<file path="src/logic/iwd_regs.svh">
/*
 * Register offsets, field positions, reset values and timing counts of the
 * I/O-port watchdog.
 * Assumes 8-bit I/O port addresses and a 200 MHz system clock.
 */
`ifndef IWD_REGS_SVH
`define IWD_REGS_SVH

// Port offsets
`define IWD_OFS_CONTROL      8'hA8
`define IWD_OFS_TIMEOUT_LOW  8'hAA
`define IWD_OFS_TIMEOUT_MID  8'hAB
`define IWD_OFS_TIMEOUT_HIGH 8'hAC
`define IWD_OFS_STATUS       8'hAD
`define IWD_OFS_RELOAD       8'hAE

// Field positions
`define IWD_CTRL_ENABLE_BIT  6
`define IWD_STAT_FLAG_BIT    7

// Reset values
`define IWD_RST_ENABLE       1'h0
`define IWD_RST_TIMEOUT      24'h000000
`define IWD_RST_COUNT        24'h000000

// Timing
`define IWD_CLK_PERIOD_NS    5
`define IWD_RST_PULSE_NS     1000
`define IWD_RST_PULSE_CYC    ((`IWD_RST_PULSE_NS + `IWD_CLK_PERIOD_NS - 1) / `IWD_CLK_PERIOD_NS)

`endif

</file>
<file path="src/logic/iwd_pkg.sv">
/*
 * Types shared by the I/O-port watchdog.
 * Assumes the constants of iwd_regs.svh are included where needed.
 */
package iwd_pkg;

	// One I/O port access as seen in a single clock cycle
	typedef struct packed {
		logic [7:0] addr;
		logic       wr;
		logic       rd;
		logic [7:0] wdata;
	} iwd_io_req_s;

	typedef logic [23:0] iwd_count_t;

endpackage : iwd_pkg

</file>
<file path="src/logic/iwd_top.sv">
/*
 * Software-retriggered watchdog reached through six byte-wide I/O ports,
 * counting a 32.768 kHz timebase and pulsing a system reset on timeout.
 * Assumes I/O accesses are single-cycle strobes synchronous to clk and
 * the timebase arrives as an asynchronous square wave on a pin.
 */
// Behaviour
// [RULE_01] Control bit 6 enables counting; cleared after reset.
// [RULE_02] Writing one to the enable bit restarts the counter from zero.
// [RULE_03] Enabled counter reaching the timeout value pulses the system reset.
// [RULE_04] Counter is 24 bits and steps once per timebase period.
// [RULE_05] Timeouts from one to 2^24-1 timebase periods are selectable.
// [RULE_06] Timeout value lives in three read-write bytes, low, mid, high.
// [RULE_07] Timeout sets status bit 7; writing one clears it, zero keeps it.
// [RULE_08] Any write to the reload port restarts the counter before timeout.
// [RULE_09] Only software writes retrigger the count; no hardware input does.
// [RULE_10] Software disables, loads the timeout bytes, then enables.
// [RULE_11] Reserved control and status bits read zero and ignore writes.
`include "iwd_regs.svh"

module iwd_top
	import iwd_pkg::*;
(
	// Clock and reset
	input  wire logic        clk,
	input  wire logic        rst_n,
	// I/O port access
	input  wire iwd_io_req_s io_req,
	output logic [7:0]       io_rdata,
	// Timebase pin
	input  wire logic        timebase_pin,
	// System reset request and timeout flag
	output logic             sys_reset,
	output logic             timed_out
);

	localparam int unsigned PULSE_CYC = `IWD_RST_PULSE_CYC;

	logic [1:0] rst_sync_r;
	logic       rst_s_n;
	logic [2:0] tb_sync_r;
	logic       tb_lvl_r;
	logic       tick;
	logic       enable_r;
	iwd_count_t timeout_r;
	iwd_count_t count_r;
	iwd_count_t count_inc;
	logic       flag_r;
	logic       sys_reset_r;
	logic [7:0] pulse_cnt_r;
	logic [7:0] io_rdata_r;
	logic       wr_ctrl;
	logic       wr_stat;
	logic       wr_reload;
	logic       restart;
	logic       fire;

	////////////////////////////////////////////////////////////////////////
	// Reset release

	always_ff @(posedge clk or negedge rst_n) begin
		if (!rst_n) begin
			rst_sync_r <= 2'h0;
		end else begin
			rst_sync_r <= {rst_sync_r[0], 1'h1};
		end
	end
	assign rst_s_n = rst_sync_r[1];

	////////////////////////////////////////////////////////////////////////
	// Timebase sampling; a rising edge counts once stages two and three agree

	always_ff @(posedge clk or negedge rst_s_n) begin
		if (!rst_s_n) begin
			tb_sync_r <= 3'h0;
			tb_lvl_r  <= 1'h0;
		end else begin
			tb_sync_r <= {tb_sync_r[1:0], timebase_pin};
			if (tb_sync_r[1] == tb_sync_r[2]) begin
				tb_lvl_r <= tb_sync_r[2];
			end
		end
	end
	assign tick = tb_sync_r[1] & tb_sync_r[2] & ~tb_lvl_r; // see [RULE_04]

	////////////////////////////////////////////////////////////////////////
	// Write decode

	assign wr_ctrl   = io_req.wr && (io_req.addr == `IWD_OFS_CONTROL);
	assign wr_stat   = io_req.wr && (io_req.addr == `IWD_OFS_STATUS);
	assign wr_reload = io_req.wr && (io_req.addr == `IWD_OFS_RELOAD);
	// Only register writes restart the count, never a pin
	assign restart = (wr_ctrl && io_req.wdata[`IWD_CTRL_ENABLE_BIT]) // see [RULE_02]
		|| (wr_reload && !flag_r); // see [RULE_08] see [RULE_09]

	////////////////////////////////////////////////////////////////////////
	// Control and timeout bytes

	always_ff @(posedge clk or negedge rst_s_n) begin
		if (!rst_s_n) begin
			enable_r <= `IWD_RST_ENABLE;
		end else if (wr_ctrl) begin
			enable_r <= io_req.wdata[`IWD_CTRL_ENABLE_BIT]; // see [RULE_01] see [RULE_11]
		end
	end

	// Byte lanes of the timeout value, one per port
	for (genvar b = 0; b < 3; b++) begin : g_tbyte
		always_ff @(posedge clk or negedge rst_s_n) begin
			if (!rst_s_n) begin
				timeout_r[8*b +: 8] <= 8'(`IWD_RST_TIMEOUT >> (8*b));
			end else if (io_req.wr && io_req.addr == 8'(`IWD_OFS_TIMEOUT_LOW + b)) begin
				timeout_r[8*b +: 8] <= io_req.wdata; // see [RULE_06]
			end
		end
	end

	////////////////////////////////////////////////////////////////////////
	// Counter and timeout

	assign count_inc = count_r + 24'h000001;
	// Counter stops once expired; a value of zero never matches
	// Zero is blocked explicitly, else the wrap to zero would fire
	assign fire = enable_r && !flag_r && tick && !restart && (timeout_r != 24'h000000)
		&& (count_inc == timeout_r); // see [RULE_03] see [RULE_05]

	always_ff @(posedge clk or negedge rst_s_n) begin
		if (!rst_s_n) begin
			count_r <= `IWD_RST_COUNT;
		end else if (restart) begin
			count_r <= 24'h000000; // see [RULE_02] see [RULE_08]
		end else if (enable_r && !flag_r && tick) begin
			count_r <= count_inc; // see [RULE_04]
		end
	end

	// Set wins over a same-cycle clear so no timeout is lost
	always_ff @(posedge clk or negedge rst_s_n) begin
		if (!rst_s_n) begin
			flag_r <= 1'h0;
		end else if (fire) begin
			flag_r <= 1'h1; // see [RULE_07]
		end else if (wr_stat && io_req.wdata[`IWD_STAT_FLAG_BIT]) begin
			flag_r <= 1'h0; // see [RULE_07]
		end
	end

	// Reset pulse long enough for the board reset logic to catch it
	always_ff @(posedge clk or negedge rst_s_n) begin
		if (!rst_s_n) begin
			sys_reset_r <= 1'h0;
			pulse_cnt_r <= 8'h00;
		end else if (fire) begin
			sys_reset_r <= 1'h1; // see [RULE_03]
			pulse_cnt_r <= 8'(PULSE_CYC - 1);
		end else if (pulse_cnt_r != 8'h00) begin
			pulse_cnt_r <= pulse_cnt_r - 8'h01;
		end else begin
			sys_reset_r <= 1'h0;
		end
	end

	////////////////////////////////////////////////////////////////////////
	// Read data

	always_ff @(posedge clk or negedge rst_s_n) begin
		if (!rst_s_n) begin
			io_rdata_r <= 8'h00;
		end else if (io_req.rd) begin
			unique case (io_req.addr)
				`IWD_OFS_CONTROL:      io_rdata_r <= 8'(enable_r) << `IWD_CTRL_ENABLE_BIT; // see [RULE_11]
				`IWD_OFS_TIMEOUT_LOW:  io_rdata_r <= timeout_r[7:0];
				`IWD_OFS_TIMEOUT_MID:  io_rdata_r <= timeout_r[15:8];
				`IWD_OFS_TIMEOUT_HIGH: io_rdata_r <= timeout_r[23:16];
				`IWD_OFS_STATUS:       io_rdata_r <= 8'(flag_r) << `IWD_STAT_FLAG_BIT; // see [RULE_11]
				default:               io_rdata_r <= 8'h00;
			endcase
		end
	end

	assign io_rdata  = io_rdata_r;
	assign sys_reset = sys_reset_r;
	assign timed_out = flag_r;
endmodule : iwd_top

</file>
<file path="config.mk">
export PLATFORM = sky130hd
export DESIGN_NAME = iwd_top
export DESIGN_NICKNAME = d
export VERILOG_FILES = /design/src/logic/iwd_pkg.sv /design/src/logic/iwd_top.sv
export VERILOG_INCLUDE_DIRS = /design/src /design/src/logic
export SDC_FILE = /design/constraint.sdc
export NUM_CORES = 1
export LEC_CHECK = 0
export ABC_AREA = 1
export BUFFER_PORTS_ARGS = -buffer_cell sky130_fd_sc_hd__buf_2
export CAP_MARGIN = 20
export CELL_PAD_IN_SITES_DETAIL_PLACEMENT = 0
export CELL_PAD_IN_SITES_GLOBAL_PLACEMENT = 1
export CORE_MARGIN = 1
export CORE_UTILIZATION = 48
export CTS_BUF_LIST = sky130_fd_sc_hd__clkbuf_8 sky130_fd_sc_hd__clkbuf_16
export DETAILED_ROUTE_END_ITERATION = 8
export GPL_TIMING_DRIVEN = 1
export PLACE_DENSITY_LB_ADDON = 0.1
export SETUP_SLACK_MARGIN = 0.3
export SYNTH_ARGS = -nofsm -noshare
export SYNTH_HDL_FRONTEND = slang
export SYNTH_SLANG_ARGS = --single-unit
</file>
<file path="constraint.sdc">
create_clock -name clk -period 4.2 [get_ports clk]
set_input_delay 0.84 -clock clk [delete_from_list [all_inputs] [get_ports clk]]
set_output_delay 0.84 -clock clk [all_outputs]
set_load 0.005 [all_outputs]
</file>
Yosys cells after proc, flatten, opt, wreduce, memory -nomap -nowiden
Cells that the tools add are included.
- register bits: 73
- input bits: 21
- output and inout bits: 10
- word-level logic and storage cells: 57
- add/subtract/negate cells: 2
- equality and inequality tests: 9
- multiplexer cells: 9
- bitwise logic cells: 3
- reduce and logical (&&, ||, !) cells: 22
- operators by type and width (operator ; count):
    8-bit equality test, second input constant ; 6
    24-bit two-way mux ; 2
    8-bit case mux with 5 select lines ; 1
    24-bit by 1-bit adder with 24-bit output, second input constant ; 1
    24-bit equality test ; 1
    24-bit nonzero test ; 1
    8-bit two-way mux ; 2
    1-bit logical AND ; 14
    8-bit nonzero test ; 1
    8-bit by 1-bit subtractor with 8-bit output, second input constant ; 1
    2-bit nonzero test ; 3
    1-bit two-way mux ; 4
    1-bit bitwise AND ; 2
    1-bit logical NOT ; 2
    2-bit != test, second input constant ; 1
    1-bit equality test ; 1
    1-bit logical OR ; 1
    1-bit inverter ; 1

Depth between registers and ports, before layout
- depth after elaboration: 9
- gate-level depth with buffers: 17
- mapped depth without buffers: 17

Worst setup path before layout
OpenSTA, ideal clock, no wires.
- path type: input to register
- from: input port io_req[16] (netlist bit)
- to: register pulse_cnt_r[4]
- setup time: 120 ps
- arrival: 2167 ps
- data required time: 4080 ps
- slack: 1913 ps
- stages on the path: 13
- path buffers: 0
- cells stage by stage: nor2_1 > nand3_1 > nor2_1 > nand3_1 > nand2_1 > nor2_2 > clkinv_1 > nor2_1 > nand4_1 > nor2_1 > nand2_1 > nor2_1 > nor2_1
- longest elaborated chain between the ends: 9
- elaborated cells on any way between the ends: 13
- those cells by class: eq/ne: 2; mux: 1; reduce/logical: 10
- RTL lines (item ; line ; text):
    start, declared ; iwd_top.sv:28 ; input wire iwd_io_req_s io_req,
    8-bit equality test ; n/a ;
    1-bit logical AND, on equally long branches ; iwd_top.sv:89, iwd_top.sv:91 ;
    1-bit logical AND, on equally long branches ; iwd_top.sv:93, iwd_top.sv:94 ;
    1-bit logical OR (*) ; iwd_top.sv:93 ; assign restart = (wr_ctrl && io_req.wdata[`IWD_CTRL_ENABLE_BIT])
    1-bit logical NOT (*) ; iwd_top.sv:124 ; assign fire = enable_r && !flag_r && tick && !restart && (timeout_r != 24'h000000)
    1-bit logical AND (*) (2 in series) ; iwd_top.sv:124 ;
    1-bit logical AND (*) ; iwd_top.sv:125 ; && (count_inc == timeout_r);
    8-bit two-way mux / 2-bit nonzero test (equally long branches) ; n/a ;
    end signal, assigned ; iwd_top.sv:155 ; pulse_cnt_r <= 8'(PULSE_CYC - 1);
    end signal, assigned ; iwd_top.sv:157 ; pulse_cnt_r <= pulse_cnt_r - 8'h01;
    end, declared ; iwd_top.sv:50 ; logic [7:0] pulse_cnt_r;
Every way passes the cells marked *; elsewhere a longest branch is shown, timed or not.
A chain may end at the register's enable or synchronous reset.

Final worst setup path
- from: input port io_req[17] (netlist bit)
- to: register pulse_cnt_r[4]
The elaborated chain is that of the path after synthesis.

==> results.json <==
{
  "stdcell_count": 782,
  "synthXorXnorAreaFrac_pct": 2.581,
  "synthSimpleGateAreaFrac_pct": 37.23,
  "dp_cells": 765,
  "cts_max_level": 3,
  "vias": 4265,
  "antenna_cells": 0,
  "viasPerCell": 5.454,
  "seq_power_share_pct": 46.9,
  "synth_most_common_cell": "nand2_1",
  "synth_compound_area_share_pct": 9.596,
  "place_hpwl_mm": 9.846,
  "worstMarginPinSlew_ns": 0.9040,
  "synth_fa_ha_area_share_pct": 1.122,
  "max_freq_mhz": 407.2,
  "grt_util_met2_pct": 44.85,
  "internal-power_mw": 1.199,
  "cpMostUsedCell": "nor2_1",
  "synthTopCellsByCount": "nand2_1 (194), inv_1 (88), dfrtp_1 (73), nor2_1 (68), nand3_1 (54)",
  "finalSetupViolations": 0,
  "critPathSlowestCell": "nor2_2",
  "final_nets": 694,
  "dieArea_um2": 9680,
  "ys_seq_elements": 73,
  "cts_hold_buffers": 0,
  "post_cts_resized": 0,
  "synth.area.top_cells": "dfrtp_1 (41%), nand2_1 (16%), inv_1 (7.4%), nand3_1 (6.1%), nor2_1 (5.7%)",
  "yosys_warnings": 0,
  "antenna_found_initial": 0,
  "yosys.area.top_type_share_pct": 40.97,
  "power-per-cell-area_nw_per_um2": 366.0,
  "hold_ws_ns": 0.1116,
  "async_flop_share_pct": 100.0,
  "cpPeakStageDelay_ns": 0.40,
  "arrival_ns": 2.70,
  "finalClockSkew_ns": 0.009541,
  "cts.reportedPaths.clkPinSlew_ns": 0.08,
  "worstPathCellList": "buf_2 > nand3_1 > nor2_1 > nand3_1 > nand2_1 > nor2_2 > clkinv_1 > buf_4 > nor2_1 > nand4_1 > nor2_1 > nand2_1 > nor2_1 > nor2_1",
  "globalRouteMet3Util_pct": 4.295,
  "syn_avg_cell_area_um2": 7.045,
  "clkPwrFrac_pct": 32.2,
  "synth_fp_nets": 658,
  "synthMuxAreaShare_pct": 0.2525,
  "synth_cell_types": 33,
  "wl_mm": 12.64,
  "max-vdd-ir-drop_uv": 162.2,
  "hold_viol_final": 0,
  "p_leak_nw": 2.531,
  "root_buffer": "clkbuf_8",
  "total_power_mw": 1.813,
  "cp.required_ns": 4.44,
  "area_growth_pct": 11.11,
  "synth_top_family_by_area": "simple AND/OR/NAND/NOR gates",
  "cts.sinks": 73,
  "portBuffers": 30,
  "core_um2": 8848,
  "numCtsBuffers": 9,
  "track_usage_pct": 28.10,
  "endpoint_kind": "flip-flop",
  "cts_buffer_depth": 2,
  "swShare_pct": 33.90,
  "first_pass_iters": 5,
  "grt_pass1_wl_mm": 20.67,
  "rsz0062_at_grt": "no",
  "crit_fanout": 17,
  "switchingPower_mw": 0.6147,
  "crit_type": "primary input to flip-flop",
  "tns_ns": 0,
  "layout-drive-gt1-share_pct": 10.53,
  "status": "complete, no violations",
  "drv_slew": 0,
  "groute.layer.met1.usage_pct": 38.50,
  "die_w_um": 98.39,
  "avgRoutedWirePerCell_um": 16.16,
  "die_h_um": 98.39,
  "worstHoldPathType": "flip-flop to asynchronous set/reset pin",
  "grt_start_max_net_pins": 47,
  "final_core_util_pct": 56.00,
  "synth_area_um2": 4459,
  "synth_edf_count": 0,
  "place_congestion": 0.9619,
  "grt_pass1_vias": 4116,
  "io_pins": 31,
  "yosys.area.top_type": "dfrtp_1",
  "clk_latency_ns": 0.35,
  "power_frac_comb_pct": 20.9,
  "crit_path_start_kind": "primary input",
  "relSlewSlack_pct": 39.59,
  "cap_violations": 0,
  "drt-initial-drc-count": 273,
  "gr-max-usage-layer": "met2",
  "ant_nets": 0,
  "synth_ff_type": "dfrtp_1",
  "cts_tree": "built",
  "start_util_pct": 50.40,
  "timing.final.crit_share_pct": 58.47,
  "post_cts.repair.setup_buffers": 0,
  "nFillCells": 869,
  "fin_crit_ns": 2.456,
  "num_rows": 34,
  "globalRoute.totalOverflow": 0,
  "synthCells": 633,
  "ys_seq_area_share_pct": 40.97,
  "post-route-drc-count": 0
}
==> logic make-up (layout without fill, tap and decap cells) <==
group	after synthesis	count (layout)
other cells	1	1
buf+inv	97	138
fa+ha+maj	4	4
xor+xnor	10	10
simple gates	369	369
compound gates	78	78
flops	73	73
mux	1	1
==> cell usage in the layout (no fill, tap or decap), drive strengths merged <==
cell type,synthesis,routed
conb,1,1
buf,1,33
a221oi,2,2
dfrtp,73,73
nand3b,4,4
xnor2,3,3
and2,1,1
a21oi,6,6
nor4,2,2
and3,4,4
o21ai,47,47
nor2,78,78
o21a,1,1
inv,88,90
clkbuf,7,10
bufinv,0,1
clkinv,1,2
o22ai,22,22
clkinvlp,0,2
xnor3,2,2
or3,1,1
ha,4,4
nand4,12,12
nand2,204,204
mux2,1,1
xor2,5,5
nand3,55,55
nor3,8,8
==> path summary, 6_finish.rpt <==
check                                 endpoint  slack, ns  cells after the start           from
worst max-delay path            pulse_cnt_r[4]       1.74                     14     io_req[17]
worst min-delay path              tb_sync_r[1]       0.11                      0  rst_sync_r[1]
worst max register to register  pulse_cnt_r[1]       1.82                     13     count_r[1]
worst min register to register    tb_sync_r[1]       0.11                      0  rst_sync_r[1]
max in group asynchronous         timeout_r[7]       3.22                      2  rst_sync_r[1]
min in group clk                 rst_sync_r[1]       0.37                      0  rst_sync_r[0]
==> stage by stage <==
stage / cell area, um^2 / setup slack, ns
6_report: 4955 / 1.744
5_1_grt: 4955 / 1.534
4_1_cts: 4935 / 1.725
3_5_place_dp: 4731 / 1.360
3_3_place_gp: 4731 / 1.466
2_1_floorplan: 4459 / 1.913
==> registers in the layout, indices dropped and copies added (netlist names) <==
| register | cells |
|---|---|
| timed_out | 1 |
| sys_reset | 1 |
| rst_sync_r | 2 |
| tb_lvl_r | 1 |
| pulse_cnt_r | 8 |
| enable_r | 1 |
| tb_sync_r | 3 |
| count_r | 24 |
| io_rdata | 8 |
| timeout_r | 24 |
==> area by class of cell <==
| cell class | instances | area, um^2 | share of cell area [%] |
|---|---|---|---|
| Timing Repair Buffer | 33 | 185.2 | 3.737 |
| Multi-Input combinational cell | 463 | 2268 | 45.78 |
| Sequential cell | 73 | 1828 | 36.89 |
| Tap cell | 108 | 135.1 | 2.727 |
| Clock inverter | 6 | 66.31 | 1.338 |
| Clock buffer | 10 | 137.6 | 2.778 |
| Inverter | 89 | 334.1 | 6.742 |
==> power by group through the flow <==
| stage | registers (mW) | logic, mW | clock network [mW] |
|---|---|---|---|
| floorplan | 0.836 | 0.290 | 0 |
| global placement | 0.868 | 0.361 | 0 |
| detailed placement | 0.869 | 0.365 | 0 |
| CTS | 0.856 | 0.368 | 0.593 |
| global route | 0.861 | 0.435 | 0.618 |
| finish | 0.851 | 0.379 | 0.584 |
==> worst max-delay path, delay by kind of cell <==
family / cells / cell delay (ns)
buf+inv: 3 / 0.44
simple gates: 11 / 1.40
==> layer usage <==
layer | wire (um) | share of wire (%)
met1 | 5661 | 45
met2 | 5762 | 46
met3 | 900 | 7.1
met4 | 314 | 2.5
met5 | 0 | 0
Note: power is estimated with default switching activity, not from simulation.
